**config.mk**
```make
export PLATFORM = sky130hd
export DESIGN_NAME = adc_window_compare
export DESIGN_NICKNAME = d
export VERILOG_FILES = /design/src/verilog/window_pkg.sv /design/src/verilog/adc_window_compare.sv /design/src/verilog/window_compare.sv
export SDC_FILE = /design/constraint.sdc
export NUM_CORES = 1
export LEC_CHECK = 0
export BUFFER_PORTS_ARGS = -buffer_cell sky130_fd_sc_hd__buf_2
export CAP_MARGIN = 15
export CORE_MARGIN = 2
export CORE_UTILIZATION = 54
export DETAILED_ROUTE_END_ITERATION = 12
export GPL_TIMING_DRIVEN = 0
export MAX_ROUTING_LAYER = met4
export PLACE_DENSITY = 0.77
export SLEW_MARGIN = 40
export SYNTH_ARGS = -nofsm -noshare
export SYNTH_HDL_FRONTEND = slang
export SYNTH_SLANG_ARGS = --single-unit
```
**constraint.sdc**
```tcl
create_clock -name ref_clk_in -period 1.9 [get_ports ref_clk_in]
set_input_delay 0 -clock ref_clk_in [delete_from_list [all_inputs] [get_ports ref_clk_in]]
set_output_delay 0 -clock ref_clk_in [all_outputs]
set_load 0.01 [all_outputs]
```
**src/verilog/window_pkg.sv**
```systemverilog
// Purpose: Constants and types for the converter window comparison block
// Assumes: 8-bit register port, 10-bit conversion results right justified
// Notes: Register offsets sit in the special function address space
package window_pkg;
    // ---------------------------------------------------------------
    // Register offsets
    // ---------------------------------------------------------------
    localparam logic [7:0] ctrl_off = 8'he8;
    localparam logic [7:0] upper_high_off = 8'hc4;
    localparam logic [7:0] upper_low_off = 8'hc3;
    localparam logic [7:0] lower_high_off = 8'hc6;
    localparam logic [7:0] lower_low_off = 8'hc5;
    localparam logic [7:0] result_high_off = 8'hbe;
    localparam logic [7:0] result_low_off = 8'hbd;
    localparam logic [7:0] mask_off = 8'hc7;
    // ---------------------------------------------------------------
    // Reset values and field positions
    // ---------------------------------------------------------------
    localparam logic [7:0] upper_high_rst = 8'hff;
    localparam logic [7:0] upper_low_rst = 8'hff;
    localparam logic [7:0] lower_high_rst = 8'h00;
    localparam logic [7:0] lower_low_rst = 8'h00;
    localparam logic [7:0] ctrl_rst = 8'h00;
    localparam logic [7:0] mask_rst = 8'h00;
    localparam logic [15:0] result_rst = 16'h0000;
    localparam int win_bit = 3;
    localparam int done_bit = 5;
    localparam int result_w = 10;
    // Result sample as it arrives from the converter
    typedef struct packed {
        logic valid;
        logic [15:0] data;
    } conv_result_s;
    // Register port request
    typedef struct packed {
        logic [7:0] addr;
        logic [7:0] wdata;
        logic wr;
        logic rd;
    } reg_req_s;
endpackage
```
**src/verilog/adc_window_compare.sv**
```systemverilog
// Purpose: Window detector beside the converter, with its limit registers
// Assumes: One result per cycle at most, marked by its valid bit
// Notes: Flag lives in the converter control register and drives an interrupt
// Operation
// - Every new result is compared to the limits by hardware alone.
// - A match sets the window flag in the control register; poll or interrupt.
// - Upper and lower limits each have a high and a low byte register.
// - Limit ordering selects inside-window or outside-window detection.
// - Upper limit low byte is read/write and resets to all ones.
//
// Strobed register access was decided locally.
`timescale 1ns/1ps
module adc_window_compare (
    input wire logic ref_clk_in,
    input wire logic nrst_in,
    input wire window_pkg::conv_result_s result_in,
    input wire window_pkg::reg_req_s req_in,
    output logic [7:0] rdata_out,
    output logic window_match_flag_out,
    output logic irq_out
);
    import window_pkg::*;

    // ---------------------------------------------------------------
    // Register state
    // ---------------------------------------------------------------
    logic [7:0] upper_high_q, upper_high_d;
    logic [7:0] upper_low_q, upper_low_d;
    logic [7:0] lower_high_q, lower_high_d;
    logic [7:0] lower_low_q, lower_low_d;
    logic [7:0] ctrl_q, ctrl_d;
    logic [7:0] mask_q, mask_d;
    logic [15:0] result_q, result_d;
    logic [7:0] rdata_q, rdata_d;
    logic match;
    logic done;

    // Compare runs on the live result, so the flag lands one cycle after valid
    window_compare #(
        .W(16)
    ) u_cmp (
        .result_in(result_in.data),
        .upper_in({upper_high_q, upper_low_q}),
        .lower_in({lower_high_q, lower_low_q}),
        .match_out(match)
    );

    assign done = result_in.valid;

    always_comb begin
        upper_high_d = upper_high_q;
        upper_low_d = upper_low_q;
        lower_high_d = lower_high_q;
        lower_low_d = lower_low_q;
        mask_d = mask_q;
        ctrl_d = ctrl_q;
        result_d = result_q;
        rdata_d = 8'h00;
        // ---------------------------------------------------------------
        // Writes; flag bits clear by writing one
        // ---------------------------------------------------------------
        // Result addresses are absent here, so writes to them are dropped
        if (req_in.wr) begin
            if (req_in.addr == upper_high_off) begin
                upper_high_d = req_in.wdata;
            end else if (req_in.addr == upper_low_off) begin
                upper_low_d = req_in.wdata;
            end else if (req_in.addr == lower_high_off) begin
                lower_high_d = req_in.wdata;
            end else if (req_in.addr == lower_low_off) begin
                lower_low_d = req_in.wdata;
            end else if (req_in.addr == mask_off) begin
                mask_d = req_in.wdata;
            end else if (req_in.addr == ctrl_off) begin
                // Only flag bits ever hold a one, so the whole byte is write-one-to-clear
                ctrl_d = ctrl_q & ~req_in.wdata;
            end
        end
        // Hardware set wins over a clear in the same cycle
        if (done) begin
            result_d = result_in.data;
            ctrl_d[done_bit] = 1'b1;
            if (match) begin
                ctrl_d[win_bit] = 1'b1;
            end
        end
        // ---------------------------------------------------------------
        // Reads; unmapped addresses return zero
        // ---------------------------------------------------------------
        if (req_in.rd) begin
            if (req_in.addr == upper_high_off) begin
                rdata_d = upper_high_q;
            end else if (req_in.addr == upper_low_off) begin
                rdata_d = upper_low_q;
            end else if (req_in.addr == lower_high_off) begin
                rdata_d = lower_high_q;
            end else if (req_in.addr == lower_low_off) begin
                rdata_d = lower_low_q;
            end else if (req_in.addr == mask_off) begin
                rdata_d = mask_q;
            end else if (req_in.addr == ctrl_off) begin
                rdata_d = ctrl_q;
            end else if (req_in.addr == result_high_off) begin
                rdata_d = result_q[15:8];
            end else if (req_in.addr == result_low_off) begin
                rdata_d = result_q[7:0];
            end
        end
    end

    always_ff @(posedge ref_clk_in or negedge nrst_in) begin
        if (!nrst_in) begin
            upper_high_q <= upper_high_rst;
            upper_low_q <= upper_low_rst;
            lower_high_q <= lower_high_rst;
            lower_low_q <= lower_low_rst;
            ctrl_q <= ctrl_rst;
            mask_q <= mask_rst;
            result_q <= result_rst;
            rdata_q <= 8'h00;
        end else begin
            upper_high_q <= upper_high_d;
            upper_low_q <= upper_low_d;
            lower_high_q <= lower_high_d;
            lower_low_q <= lower_low_d;
            ctrl_q <= ctrl_d;
            mask_q <= mask_d;
            result_q <= result_d;
            rdata_q <= rdata_d;
        end
    end

    assign rdata_out = rdata_q;
    assign window_match_flag_out = ctrl_q[win_bit];
    // The done flag interrupts too when its mask bit is set
    assign irq_out = |(ctrl_q & mask_q);

    // ---------------------------------------------------------------
    // Checks
    // ---------------------------------------------------------------
    a_flag_on_match: assert property (@(posedge ref_clk_in) disable iff (!nrst_in)
        (result_in.valid && match) |=> ctrl_q[win_bit])
        else $error("window flag not set after matching result");
    a_flag_sticky: assert property (@(posedge ref_clk_in) disable iff (!nrst_in)
        (ctrl_q[win_bit] && !(req_in.wr && req_in.addr == ctrl_off
            && req_in.wdata[win_bit])) |=> ctrl_q[win_bit])
        else $error("window flag dropped without a clear");
    a_flag_no_cause: assert property (@(posedge ref_clk_in) disable iff (!nrst_in)
        (!ctrl_q[win_bit] && !(result_in.valid && match)) |=> !ctrl_q[win_bit])
        else $error("window flag set without a match");
    a_upper_low_write: assert property (@(posedge ref_clk_in) disable iff (!nrst_in)
        (req_in.wr && req_in.addr == upper_low_off)
            |=> upper_low_q == $past(req_in.wdata))
        else $error("upper low byte write lost");
    a_lower_high_write: assert property (@(posedge ref_clk_in) disable iff (!nrst_in)
        (req_in.wr && req_in.addr == lower_high_off)
            |=> lower_high_q == $past(req_in.wdata))
        else $error("lower high byte write lost");
    a_upper_low_read: assert property (@(posedge ref_clk_in) disable iff (!nrst_in)
        (req_in.rd && req_in.addr == upper_low_off && !req_in.wr)
            |=> rdata_out == $past(upper_low_q))
        else $error("upper low byte read mismatch");
    a_inside_mode: assert property (@(posedge ref_clk_in) disable iff (!nrst_in)
        ({lower_high_q, lower_low_q} > {upper_high_q, upper_low_q} && result_in.valid
            && result_in.data < {upper_high_q, upper_low_q}) |-> !match)
        else $error("inside mode matched a result below the window");
    a_outside_mode: assert property (@(posedge ref_clk_in) disable iff (!nrst_in)
        ({lower_high_q, lower_low_q} <= {upper_high_q, upper_low_q} && result_in.valid
            && result_in.data > {upper_high_q, upper_low_q}) |-> match)
        else $error("outside mode missed a result above upper limit");
    a_irq_level: assert property (@(posedge ref_clk_in) disable iff (!nrst_in)
        (ctrl_q[win_bit] && mask_q[win_bit]) |-> irq_out)
        else $error("interrupt not raised for unmasked window flag");
    // ---------------------------------------------------------------
    // Limit register checks
    // ---------------------------------------------------------------
    a_upper_high_write: assert property (@(posedge ref_clk_in) disable iff (!nrst_in)
        (req_in.wr && req_in.addr == upper_high_off)
            |=> upper_high_q == $past(req_in.wdata))
        else $error("upper high byte write lost");
    a_lower_low_write: assert property (@(posedge ref_clk_in) disable iff (!nrst_in)
        (req_in.wr && req_in.addr == lower_low_off)
            |=> lower_low_q == $past(req_in.wdata))
        else $error("lower low byte write lost");
    // A limit must not drift between writes, or the window moves under software
    a_limit_hold: assert property (@(posedge ref_clk_in) disable iff (!nrst_in)
        (!(req_in.wr && req_in.addr == upper_low_off))
            |=> upper_low_q == $past(upper_low_q))
        else $error("upper low byte changed without a write");
    // ---------------------------------------------------------------
    // Compare, flag, result capture, interrupt and control read checks
    // ---------------------------------------------------------------
    a_inside_between: assert property (@(posedge ref_clk_in) disable iff (!nrst_in)
        ({lower_high_q, lower_low_q} > {upper_high_q, upper_low_q} && result_in.valid
            && result_in.data > {upper_high_q, upper_low_q}
            && result_in.data < {lower_high_q, lower_low_q}) |-> match)
        else $error("inside mode missed a result between the limits");
    a_outside_below: assert property (@(posedge ref_clk_in) disable iff (!nrst_in)
        ({lower_high_q, lower_low_q} <= {upper_high_q, upper_low_q} && result_in.valid
            && result_in.data < {lower_high_q, lower_low_q}) |-> match)
        else $error("outside mode missed a result below lower limit");
    a_outside_between: assert property (@(posedge ref_clk_in) disable iff (!nrst_in)
        ({lower_high_q, lower_low_q} <= {upper_high_q, upper_low_q} && result_in.valid
            && result_in.data >= {lower_high_q, lower_low_q}
            && result_in.data <= {upper_high_q, upper_low_q}) |-> !match)
        else $error("outside mode matched a result inside the limits");
    a_result_capture: assert property (@(posedge ref_clk_in) disable iff (!nrst_in)
        result_in.valid |=> result_q == $past(result_in.data))
        else $error("result not captured");
    a_done_flag_set: assert property (@(posedge ref_clk_in) disable iff (!nrst_in)
        result_in.valid |=> ctrl_q[done_bit])
        else $error("done flag not set after a result");
    a_flag_clear: assert property (@(posedge ref_clk_in) disable iff (!nrst_in)
        (req_in.wr && req_in.addr == ctrl_off && req_in.wdata[win_bit]
            && !(result_in.valid && match)) |=> !ctrl_q[win_bit])
        else $error("window flag survived a write-one clear");
    a_set_beats_clear: assert property (@(posedge ref_clk_in) disable iff (!nrst_in)
        (req_in.wr && req_in.addr == ctrl_off && result_in.valid && match)
            |=> ctrl_q[win_bit])
        else $error("clear in the same cycle beat a matching result");
    a_irq_quiet: assert property (@(posedge ref_clk_in) disable iff (!nrst_in)
        (!ctrl_q[win_bit] && !ctrl_q[done_bit]) |-> !irq_out)
        else $error("interrupt raised with no flag set");
    a_ctrl_read: assert property (@(posedge ref_clk_in) disable iff (!nrst_in)
        (req_in.rd && req_in.addr == ctrl_off) |=> rdata_out == $past(ctrl_q))
        else $error("control register read mismatch");
endmodule // adc_window_compare

```
**src/verilog/window_compare.sv**
```systemverilog
// Purpose: Pure compare of one result against the two limits
// Assumes: Limits and result are unsigned words of the same width
// Notes: Combinational; the caller registers the outcome
`timescale 1ns/1ps
module window_compare #(
    parameter int W = 16
) (
    input wire logic [W-1:0] result_in,
    input wire logic [W-1:0] upper_in,
    input wire logic [W-1:0] lower_in,
    output logic match_out
);
    always_comb begin
        if (lower_in > upper_in) begin
            // Inside window: strictly between the limits
            match_out = (result_in > upper_in) && (result_in < lower_in);
        end else begin
            // Outside window: below lower or above upper
            match_out = (result_in < lower_in) || (result_in > upper_in);
        end
    end
endmodule // window_compare

```
* Yosys cells after proc, flatten, opt, wreduce, memory -nomap -nowiden
Cells that the tools add are included.
Operators by class: add/sub/neg operators 0, multipliers 0, div/mod/pow operators 0, order comparisons 3, equal/unequal tests 13, shift operators 0, multiplexer cells 20, bitwise gates (word level) 8, reductions and logical operators 12
Operators with widths (count):
- 8-bit two-way mux | 9
- 8-bit == test (second input constant) | 8
- 6-bit two-way mux | 7
- 16-bit > comparator | 2
- 8-bit bitwise AND | 2
- 16-bit < comparator | 1
- 7-bit AND reduction | 2
- 2-bit != test (second input constant) | 5
- 8-bit NOT | 1
- 8-bit OR reduction | 1
- 6-bit AND reduction | 1
- 1-bit NOT | 5
- 5-bit AND reduction | 1
- 1-bit two-way mux | 4
- 4-bit AND reduction | 1
- 2-bit nonzero test | 2
- 3-bit AND reduction | 1
- 2-bit AND reduction | 1
- 1-bit logical AND | 1
- 1-bit logical OR | 1
Word-level totals: register bits after elaboration 72, latch bits 0, bits in writable memories 0, bits in read-only memories 0, output and inout port bits 10, logic and storage cells 66, memories 0

* Depth between registers and ports, before layout
Gate-level depths: netlist of the first run.
depth in word-level cells 11, mapped depth 8

* Cells and area by module
A second synthesis of the first run with hierarchy kept.
Unflattened totals: cells, all modules 425, area, all modules 4590.7 um^2
Modules (own cells, without submodules):
- adc_window_compare | instances 1, cells an instance 277, area an instance 3475.8 um^2
- window_compare | instances 1, cells an instance 148, area an instance 1114.8 um^2

* Worst setup path after synthesis of the first run
Ideal clock, no wire load.
kind register to register, from register upper_low_q[6], to register ctrl_q[3], setup time 0.133 ns, arrival 1.999 ns, required time 1.767 ns, slack -0.232 ns, cell stages (with the launch flop) 9, path buffers 0, period minus slack after synthesis 2.132 ns, cells stage by stage dfstp_2 -> inv_1 -> ha_1 -> nand4_1 -> or4_1 -> nand3_1 -> a21oi_1 -> o32ai_1 -> nand3_1
On the way: word-level cells in the longest chain between the ends 5, elaborated cells between the ends (all ways) 7, classes of those cells order compare: 2; mux: 3; reduce/logical: 2
RTL lines:
- start, declared | RTL line adc_window_compare.sv:28 | logic [7:0] upper_low_q, upper_low_d;
- start signal, assigned | RTL line adc_window_compare.sv:114 | upper_low_q <= upper_low_rst;
- start signal, assigned | RTL line adc_window_compare.sv:123 | upper_low_q <= upper_low_d;
- 16-bit > comparator | RTL line window_compare.sv:16, window_compare.sv:19
- 1-bit logical OR / 1-bit logical AND (equally long branches) | RTL line window_compare.sv:19, window_compare.sv:16
- 1-bit two-way mux * | RTL line window_compare.sv:14 | if (lower_in > upper_in) begin
- 1-bit two-way mux * | RTL line adc_window_compare.sv:83 | if (match) begin
- 1-bit two-way mux * | RTL line adc_window_compare.sv:80 | if (done) begin
- named net ctrl_d[3] | RTL line adc_window_compare.sv:31 | logic [7:0] ctrl_q, ctrl_d;
- end signal, assigned | RTL line adc_window_compare.sv:117 | ctrl_q <= ctrl_rst;
- end signal, assigned | RTL line adc_window_compare.sv:126 | ctrl_q <= ctrl_d;
- end, declared | RTL line adc_window_compare.sv:31
Mark *: on every way through the listed nets, which the timed path passes. The rest lies on a longest branch. A chain may end at the register's enable or synchronous reset.

* Worst setup path after layout of the first run
from register upper_high_q[6], to register ctrl_q[3]
On the way: word-level cells in the longest chain between the ends 5, elaborated cells between the ends (all ways) 7, classes of those cells order compare: 2; mux: 3; reduce/logical: 2
RTL lines:
- start, declared | RTL line adc_window_compare.sv:27 | logic [7:0] upper_high_q, upper_high_d;
- start signal, assigned | RTL line adc_window_compare.sv:113 | upper_high_q <= upper_high_rst;
- start signal, assigned | RTL line adc_window_compare.sv:122 | upper_high_q <= upper_high_d;
- 16-bit > comparator | RTL line window_compare.sv:16, window_compare.sv:19
- 1-bit logical OR / 1-bit logical AND (equally long branches) | RTL line window_compare.sv:19, window_compare.sv:16
- 1-bit two-way mux * | RTL line window_compare.sv:14
- 1-bit two-way mux * | RTL line adc_window_compare.sv:83
- 1-bit two-way mux * | RTL line adc_window_compare.sv:80
- named net ctrl_d[3] | RTL line adc_window_compare.sv:31
Marked as above.

==> results of run 1 <==
-- kinds of logic after synthesis --
kind of cell | after synthesis | synth area share [%]
AOI/OAI and AO/OA | 113 | 16.51
adders and majority gates | 47 | 13.17
buffers and inverters | 54 | 4.652
DFF | 72 | 40.81
muxes | 49 | 13.03
and+or+nand+nor | 101 | 11.83
-- flip-flops by register name (all words and copies together) (netlist names) --
| name | cells |
|---|---|
| ctrl_q | 8 |
| lower_low_q | 8 |
| lower_high_q | 8 |
| mask_q | 8 |
| upper_low_q | 8 |
| upper_high_q | 8 |
| result_q | 16 |
| rdata_out | 8 |
-- final cells by class --
cell class | instances | area (um^2) | area share [%]
plain buffers | 18 | 73.82 | 1.310
clock buffers | 9 | 123.9 | 2.199
clock inverters | 7 | 76.32 | 1.355
inverters | 36 | 135.1 | 2.398
multi-input cells | 310 | 2635 | 46.77
flip-flops and latches | 72 | 1822 | 32.33
well taps | 105 | 131.4 | 2.332
repair buffers | 88 | 636.9 | 11.30
-- layout by cell type, fill, tap and decap left out, drive strengths merged, types with 4 or more instances in the layout --
master / synthesis / routed
buf: 2 / 64
dfrtp: 56 / 56
a21boi: 6 / 6
a21oi: 19 / 19
a22oi: 18 / 18
nand4: 13 / 13
dfstp: 16 / 16
o22ai: 6 / 6
ha: 47 / 47
mux2: 49 / 49
a22o: 8 / 8
nand2: 47 / 47
nor3: 5 / 5
inv: 36 / 39
nand3: 6 / 6
o21ai: 31 / 31
dlygate4sd3: 0 / 26
and3: 4 / 4
nor2b: 5 / 5
a21o: 7 / 7
clkbuf: 16 / 25
nor2: 5 / 5
-- repair_timing --
item,4_1_cts,5_1_grt
endpoints found under the hold margin,123,0
endpoints found under the setup margin,3,8
pin swaps,13,3
gates resized for setup,24,3
hold buffers,26,0
gates cloned,0,0
setup buffers,15,1
-- metal layers --
| metal | vias to the layer above | wire, um | GRT usage [%] |
|---|---|---|---|
| met5 | - | 0 | - |
| met4 | 0 | 623 | 16.67 |
| met3 | 43 | 1064 | 7.263 |
| met2 | 231 | 6348 | 50.35 |
| met1 | 1988 | 5274 | 38.42 |
| li1 | 1801 | - | - |
-- power by group through the flow --
stage | Sequential (uW) | Clock, uW | Combinational, uW
after global placement | 1710 | 0 | 570
after floorplan | 1700 | 0 | 369
final | 1690 | 1280 | 745
after global routing | 1700 | 1350 | 811
after detailed placement | 1710 | 0 | 602
after CTS | 1690 | 1290 | 711
-- critical path, cell delays in order (launching register included) --
cell     delay (ps)
dfstp_2         570
inv_2            70
ha_4            270
nand4_1         110
or4_4           570
nand3_2         110
a21oi_2          50
o32ai_2         310
nand3_1         120
-- stage by stage --
| step | worst slack [ps] | util (%) |
|---|---|---|
| finish | -392.9 | 69.27 |
| detailed placement | -461.6 | 60.48 |
| global placement | -472.0 | 59.99 |
| floorplan | -130.9 | - |
| CTS | -340.8 | 69.04 |
| global route | -443.9 | 69.27 |
-- how the worst min path moves through the flow --
| stage | startpoint | to | slack (ps) | cells after the start |
|---|---|---|---|---|
| floorplan | nrst_in | ctrl_q[0]$_DFFE_PN0P_ | -300 | 0 |
| global placement | result_in[0] | result_q[0]$_DFFE_PN0P_ | 270 | 2 |
| detailed placement | nrst_in | result_q[5]$_DFFE_PN0P_ | -140 | 1 |
| CTS | nrst_in | result_q[8]$_DFFE_PN0P_ | 40 | 2 |
| global route | nrst_in | result_q[1]$_DFFE_PN0P_ | 50 | 2 |
| finish | nrst_in | result_q[5]$_DFFE_PN0P_ | 40 | 2 |
==> impl_results.md, run 1 <==
- RR Startpoint: upper_high_q[6]$_DFFE_PN1P_
- Violated checks: negative setup slack
- Max IR drop VDD: 0.3223 mV
- GP Congestion: 0.9807
- Max FO, Critical Path: 4
- Fin crit period: 2293 ps
- First-pass GRT wire length: 20690 um
- Status: complete, but fails checks
- Worst skew pair latency: 370 ps
- CTS Sinks: 72
- TritonRoute pass-1 iters: 5
- CORE AREA: 8134 um^2
- Fin Hold WS: 35.41 ps
- Path depth of the worst reg2reg path: 8
- Worst Path Arrival: 2540 ps
- Cell variety after synth: 48
- CTS tree: yes
- Sequential Power Share: 45.5%
- Rows: 33
- Final hold vios: 0
- DR WL/cell: 20.64 um
- Post-Route Skew: 8.105 ps
- Post-synth net total: 520
- RSZ-0062 raised after global routing: yes
- Sw Share: 30.27%
- Via/cell ratio: 6.299
- Detailed Route Iter0 Violations: 336
- Fin area: 5634 um^2
- Finished Layout Cells: 645
- NumNets Final: 619
- R2r endpoint: ctrl_q[3]$_DFF_PN0_
- DP Area: 4920 um^2
- Max Fclk: 436.1 MHz
- Placed cell count: 588
- CTS Buffer Depth: 2
- Die width: 94.93 um
- PortBufs: 46
- R2R Setup Slk: -390 ps
- Worst slew pin tran: 812.0 ps
- Logic gate share of total power: 20.0%
- Antenna-violating nets left: 0
- Required time of the critical path: 2140 ps
- Max_cap viols: 0
- H-Tree Depth: 3
- Layout cells sized above 1: 34.44%
- Critical path type: register to register
- Cell accounting for the most synthesized area: dfrtp_1
- Seq/Total Area, Yosys: 40.81%
- Number of synthesized flops with an enable pin: 0
- Vias in the first global route: 3977
- Cell Int Power: 2594 uW
- Routed via count: 4063
- Yosys top cell area share: 31.39%
- Clk pwr share: 34.5%
- Flip-flop and latch count after synthesis: 72
- Synth cell count leaders: dfrtp_1 (56), ha_1 (47), nand2_1 (46), mux2_2 (41), inv_1 (36)
- Gr ovfl total: 0
- Fin. max-slew vios: 0
- P_leak: 0.002554 uW
- Synthesized area per cell: 10.24 um^2
- Final critical-path share of the clock period: 120.7%
- Setup TNS: -392.9 ps
- Critical Path Start Type: register
- Pwr dens: 660.3 nW/um^2
- Largest net degree at the start of global routing: 53
- Initial antenna violation count: 0
- DRC viols: 0
- Root buffer cell: clkbuf_8
- Synth-to-layout area growth: 26.21%
- Netlist Area Pre-Place: 4464 um^2
- Clock buffer count from CTS: 9
- Crit path from: upper_high_q[6]$_DFFE_PN1P_
- Fillers: 578
- Chip height: 94.93 um
- Relative slew slack: 45.42%
- Largest cells by area after synthesis: dfrtp_1 (31%), ha_1 (13%), mux2_2 (10%)
- Final wirelength: 13310 um
- Synth async-reset ratio: 100.0%
- Total die area: 9011 um^2
- # IOs: 47
- Syn Inst Count: 436
- Final WS setup: -392.9 ps
- Antenna cells: 0
- YS warnings: 0
- Ys flop type: dfrtp_1
- Total track usage: 32.00%
- Hold crit path type: input port to async pin
- Initial Util: 54.88%
- Total power: 3720 uW
- HPWL after DPL: 9420 um
- CP Capture Point: ctrl_q[3]$_DFF_PN0_
- # setup viols final: 1
- Setup crit end kind: register
- CTS clk-pin slew, worst paths: 90 ps
- P_sw: 1126 uW
- Most instantiated library cell after synthesis: dfrtp_1
Power figures use the tool's default switching activity.
==> inputs of run 2 (changes only) <==
Settings changed: PLACE_DENSITY 0.77 to 0.88.
==> run 2 against run 1 <==
Compared with the run above: the run still ends with negative setup slack left; die area is the same; sequential power is essentially flat; critical path depth is the same; via count grew 5.5%; critical path type unchanged; highest routed layer unchanged.
==> impl_results.md, run 2 (synthesized netlist as in run 1, its figures left out) <==
- Status: complete, but fails checks
- Violated checks: negative setup slack
- P_leak: 0.002563 uW (+0.35%)
- Synth-to-layout area growth: 27.02%
- Fin Hold WS: 60.84 ps (+25.43 ps)
- # IOs: 47 (unchanged)
- Total track usage: 33.72% (+1.7 points)
- HPWL after DPL: 9570 um (+1.6%)
- Die width: 94.93 um (unchanged)
- Gr ovfl total: 0 (unchanged)
- # setup viols final: 1 (unchanged)
- DRC viols: 0 (unchanged)
- Most common cell after layout, fill and taps aside: dfrtp_1
- Fin crit period: 2541 ps (+248.4 ps)
- Final hold vios: 0 (unchanged)
- CORE AREA: 8134 um^2 (unchanged)
- CTS clk-pin slew, worst paths: 90 ps (about the same)
- Largest net degree at the start of global routing: 45 (-15%)
- Post-Route Skew: 7.901 ps (-0.2042 ps)
- Rows: 33 (unchanged)
- Fin. max-slew vios: 0 (unchanged)
- Critical path type: register to register
- Most frequent cells in the layout: dfrtp_1 (56), nand2_1 (46), buf_2 (46)
- Antenna cells: 0 (unchanged)
- Pwr dens: 683.1 nW/um^2 (+3.5%)
- Antenna-violating nets left: 0 (unchanged)
- Logic gate share of total power: 20.3% (+0.3 points)
- CTS Buffer Depth: 2 (unchanged)
- DP Area: 4912 um^2 (-0.15%)
- Root buffer cell: clkbuf_8
- H-Tree Depth: 3 (unchanged)
- Hold crit path type: input port to async pin
- RSZ-0062 raised after global routing: yes
- Initial Util: 54.88% (unchanged)
- Worst slew pin tran: 749.8 ps (-62.22 ps)
- Fillers: 547 (-5.4%)
- TritonRoute pass-1 iters: 6 (+1)
- DR WL/cell: 22.73 um (+10%)
- P_sw: 1140 uW (+1.2%)
- Clk pwr share: 35.8% (+1.3 points)
- Vias in the first global route: 4208 (+5.8%)
- Max Fclk: 393.5 MHz (-9.8%)
- Total power: 3874 uW (+4.1%)
- Total die area: 9011 um^2 (unchanged)
- Final wirelength: 14660 um (+10%)
- Max FO, Critical Path: 4 (unchanged)
- R2R Setup Slk: -640 ps (-250 ps)
- Layout cells sized above 1: 34.26% (-0.19 points)
- Max_cap viols: 0 (unchanged)
- Initial antenna violation count: 0 (unchanged)
- Sequential Power Share: 43.8% (-1.7 points)
- Cell Int Power: 2734 uW (+5.4%)
- Detailed Route Iter0 Violations: 469 (+40%)
- Required time of the critical path: 2120 ps (-20 ps)
- Chip height: 94.93 um (unchanged)
- First-pass GRT wire length: 21890 um (+5.8%)
- Sw Share: 29.43% (-0.84 points)
- Via/cell ratio: 6.647 (+5.5%)
- CTS tree: yes
- Clock buffer count from CTS: 9 (unchanged)
- Critical Path Start Type: register
- Final critical-path share of the clock period: 133.8% (+13 points)
- GP Congestion: 1.013 (+3.3%)
- Worst skew pair latency: 360 ps (about the same)
- NumNets Final: 619 (unchanged)
- Post-Place Setup Slack: -509.5 ps (-47.90 ps)
- Fin area: 5670 um^2 (+0.64%)
- Top reg by flops: result_q
- Max reg flops: 16 (unchanged)
- Setup crit end kind: register
- Routed via count: 4287 (+5.5%)
- Worst Path Arrival: 2760 ps (+220 ps)
- CTS Sinks: 72 (unchanged)
- Max IR drop VDD: 0.3475 mV (+7.8%)
- PortBufs: 46 (unchanged)
- Final WS setup: -641.3 ps (-248.4 ps)
- Relative slew slack: 49.60% (+4.2 points)
run 2: final timing paths:
path                                             start                         end  cells past startpoint
max                        upper_high_q[6]$_DFFE_PN1P_         ctrl_q[3]$_DFF_PN0_                      8
min                                            nrst_in     result_q[5]$_DFFE_PN0P_                      2
min in group ref_clk_in                     req_in[11]      rdata_out[6]$_DFF_PN0_                      5
max reg2reg                upper_high_q[6]$_DFFE_PN1P_         ctrl_q[3]$_DFF_PN0_                      8
min reg2reg                   result_q[11]$_DFFE_PN0P_    result_q[11]$_DFFE_PN0P_                      1
max in group asynchronous                      nrst_in  upper_low_q[3]$_DFFE_PN1P_                      3
run 2: metrics by stage:
stage                     util (%)  cells  setup TNS (ps)
final                        69.71    645          -641.3
after global routing         69.71    645          -697.5
after CTS                    68.60    640          -371.9
after detailed placement     60.39    588           -6152
after global placement       59.99    587           -5572
after floorplan                  -    436          -130.9
run 2: cell type report:
class,instances,area [um^2],area share (%)
Sequential cell,72,1822,32.13
Clock buffer,10,127.6,2.251
Buffer,18,75.07,1.324
Clock inverter,6,92.59,1.633
Multi-Input combinational cell,310,2645,46.65
Inverter,36,147.6,2.604
Timing Repair Buffer,88,629.4,11.10
Tap cell,105,131.4,2.317
run 2: power by group through the flow:
stage	combinational, uW	clock [uW]	sequential [uW]
final	788	1390	1700
after floorplan	369	0	1700
after detailed placement	606	0	1710
after global placement	566	0	1710
after global routing	844	1460	1710
after CTS	704	1380	1690
run 2: critical path, cell delays in order, from the launching register on:
cell	delay, ps
dfstp_2	560
inv_1	80
ha_4	290
nand4_1	160
or4_4	570
nand4_1	140
nor2_1	80
o32ai_2	390
nand3_1	120
run 2: metal layers:
layer	vias to the layer above	routed length (um)	GRT usage, %
li1	1795	-	-
met1	2027	5398	39.38
met2	342	6861	54.55
met3	123	1187	5.507
met4	0	1214	20.41
met5	-	0	-
run 2: what timing repair did:
item	CTS	global route
hold buffers	26	0
hold endpoints to repair	124	0
resized for setup	18	14
setup endpoints to repair	2	10
pin swaps	8	13
setup buffers	10	6
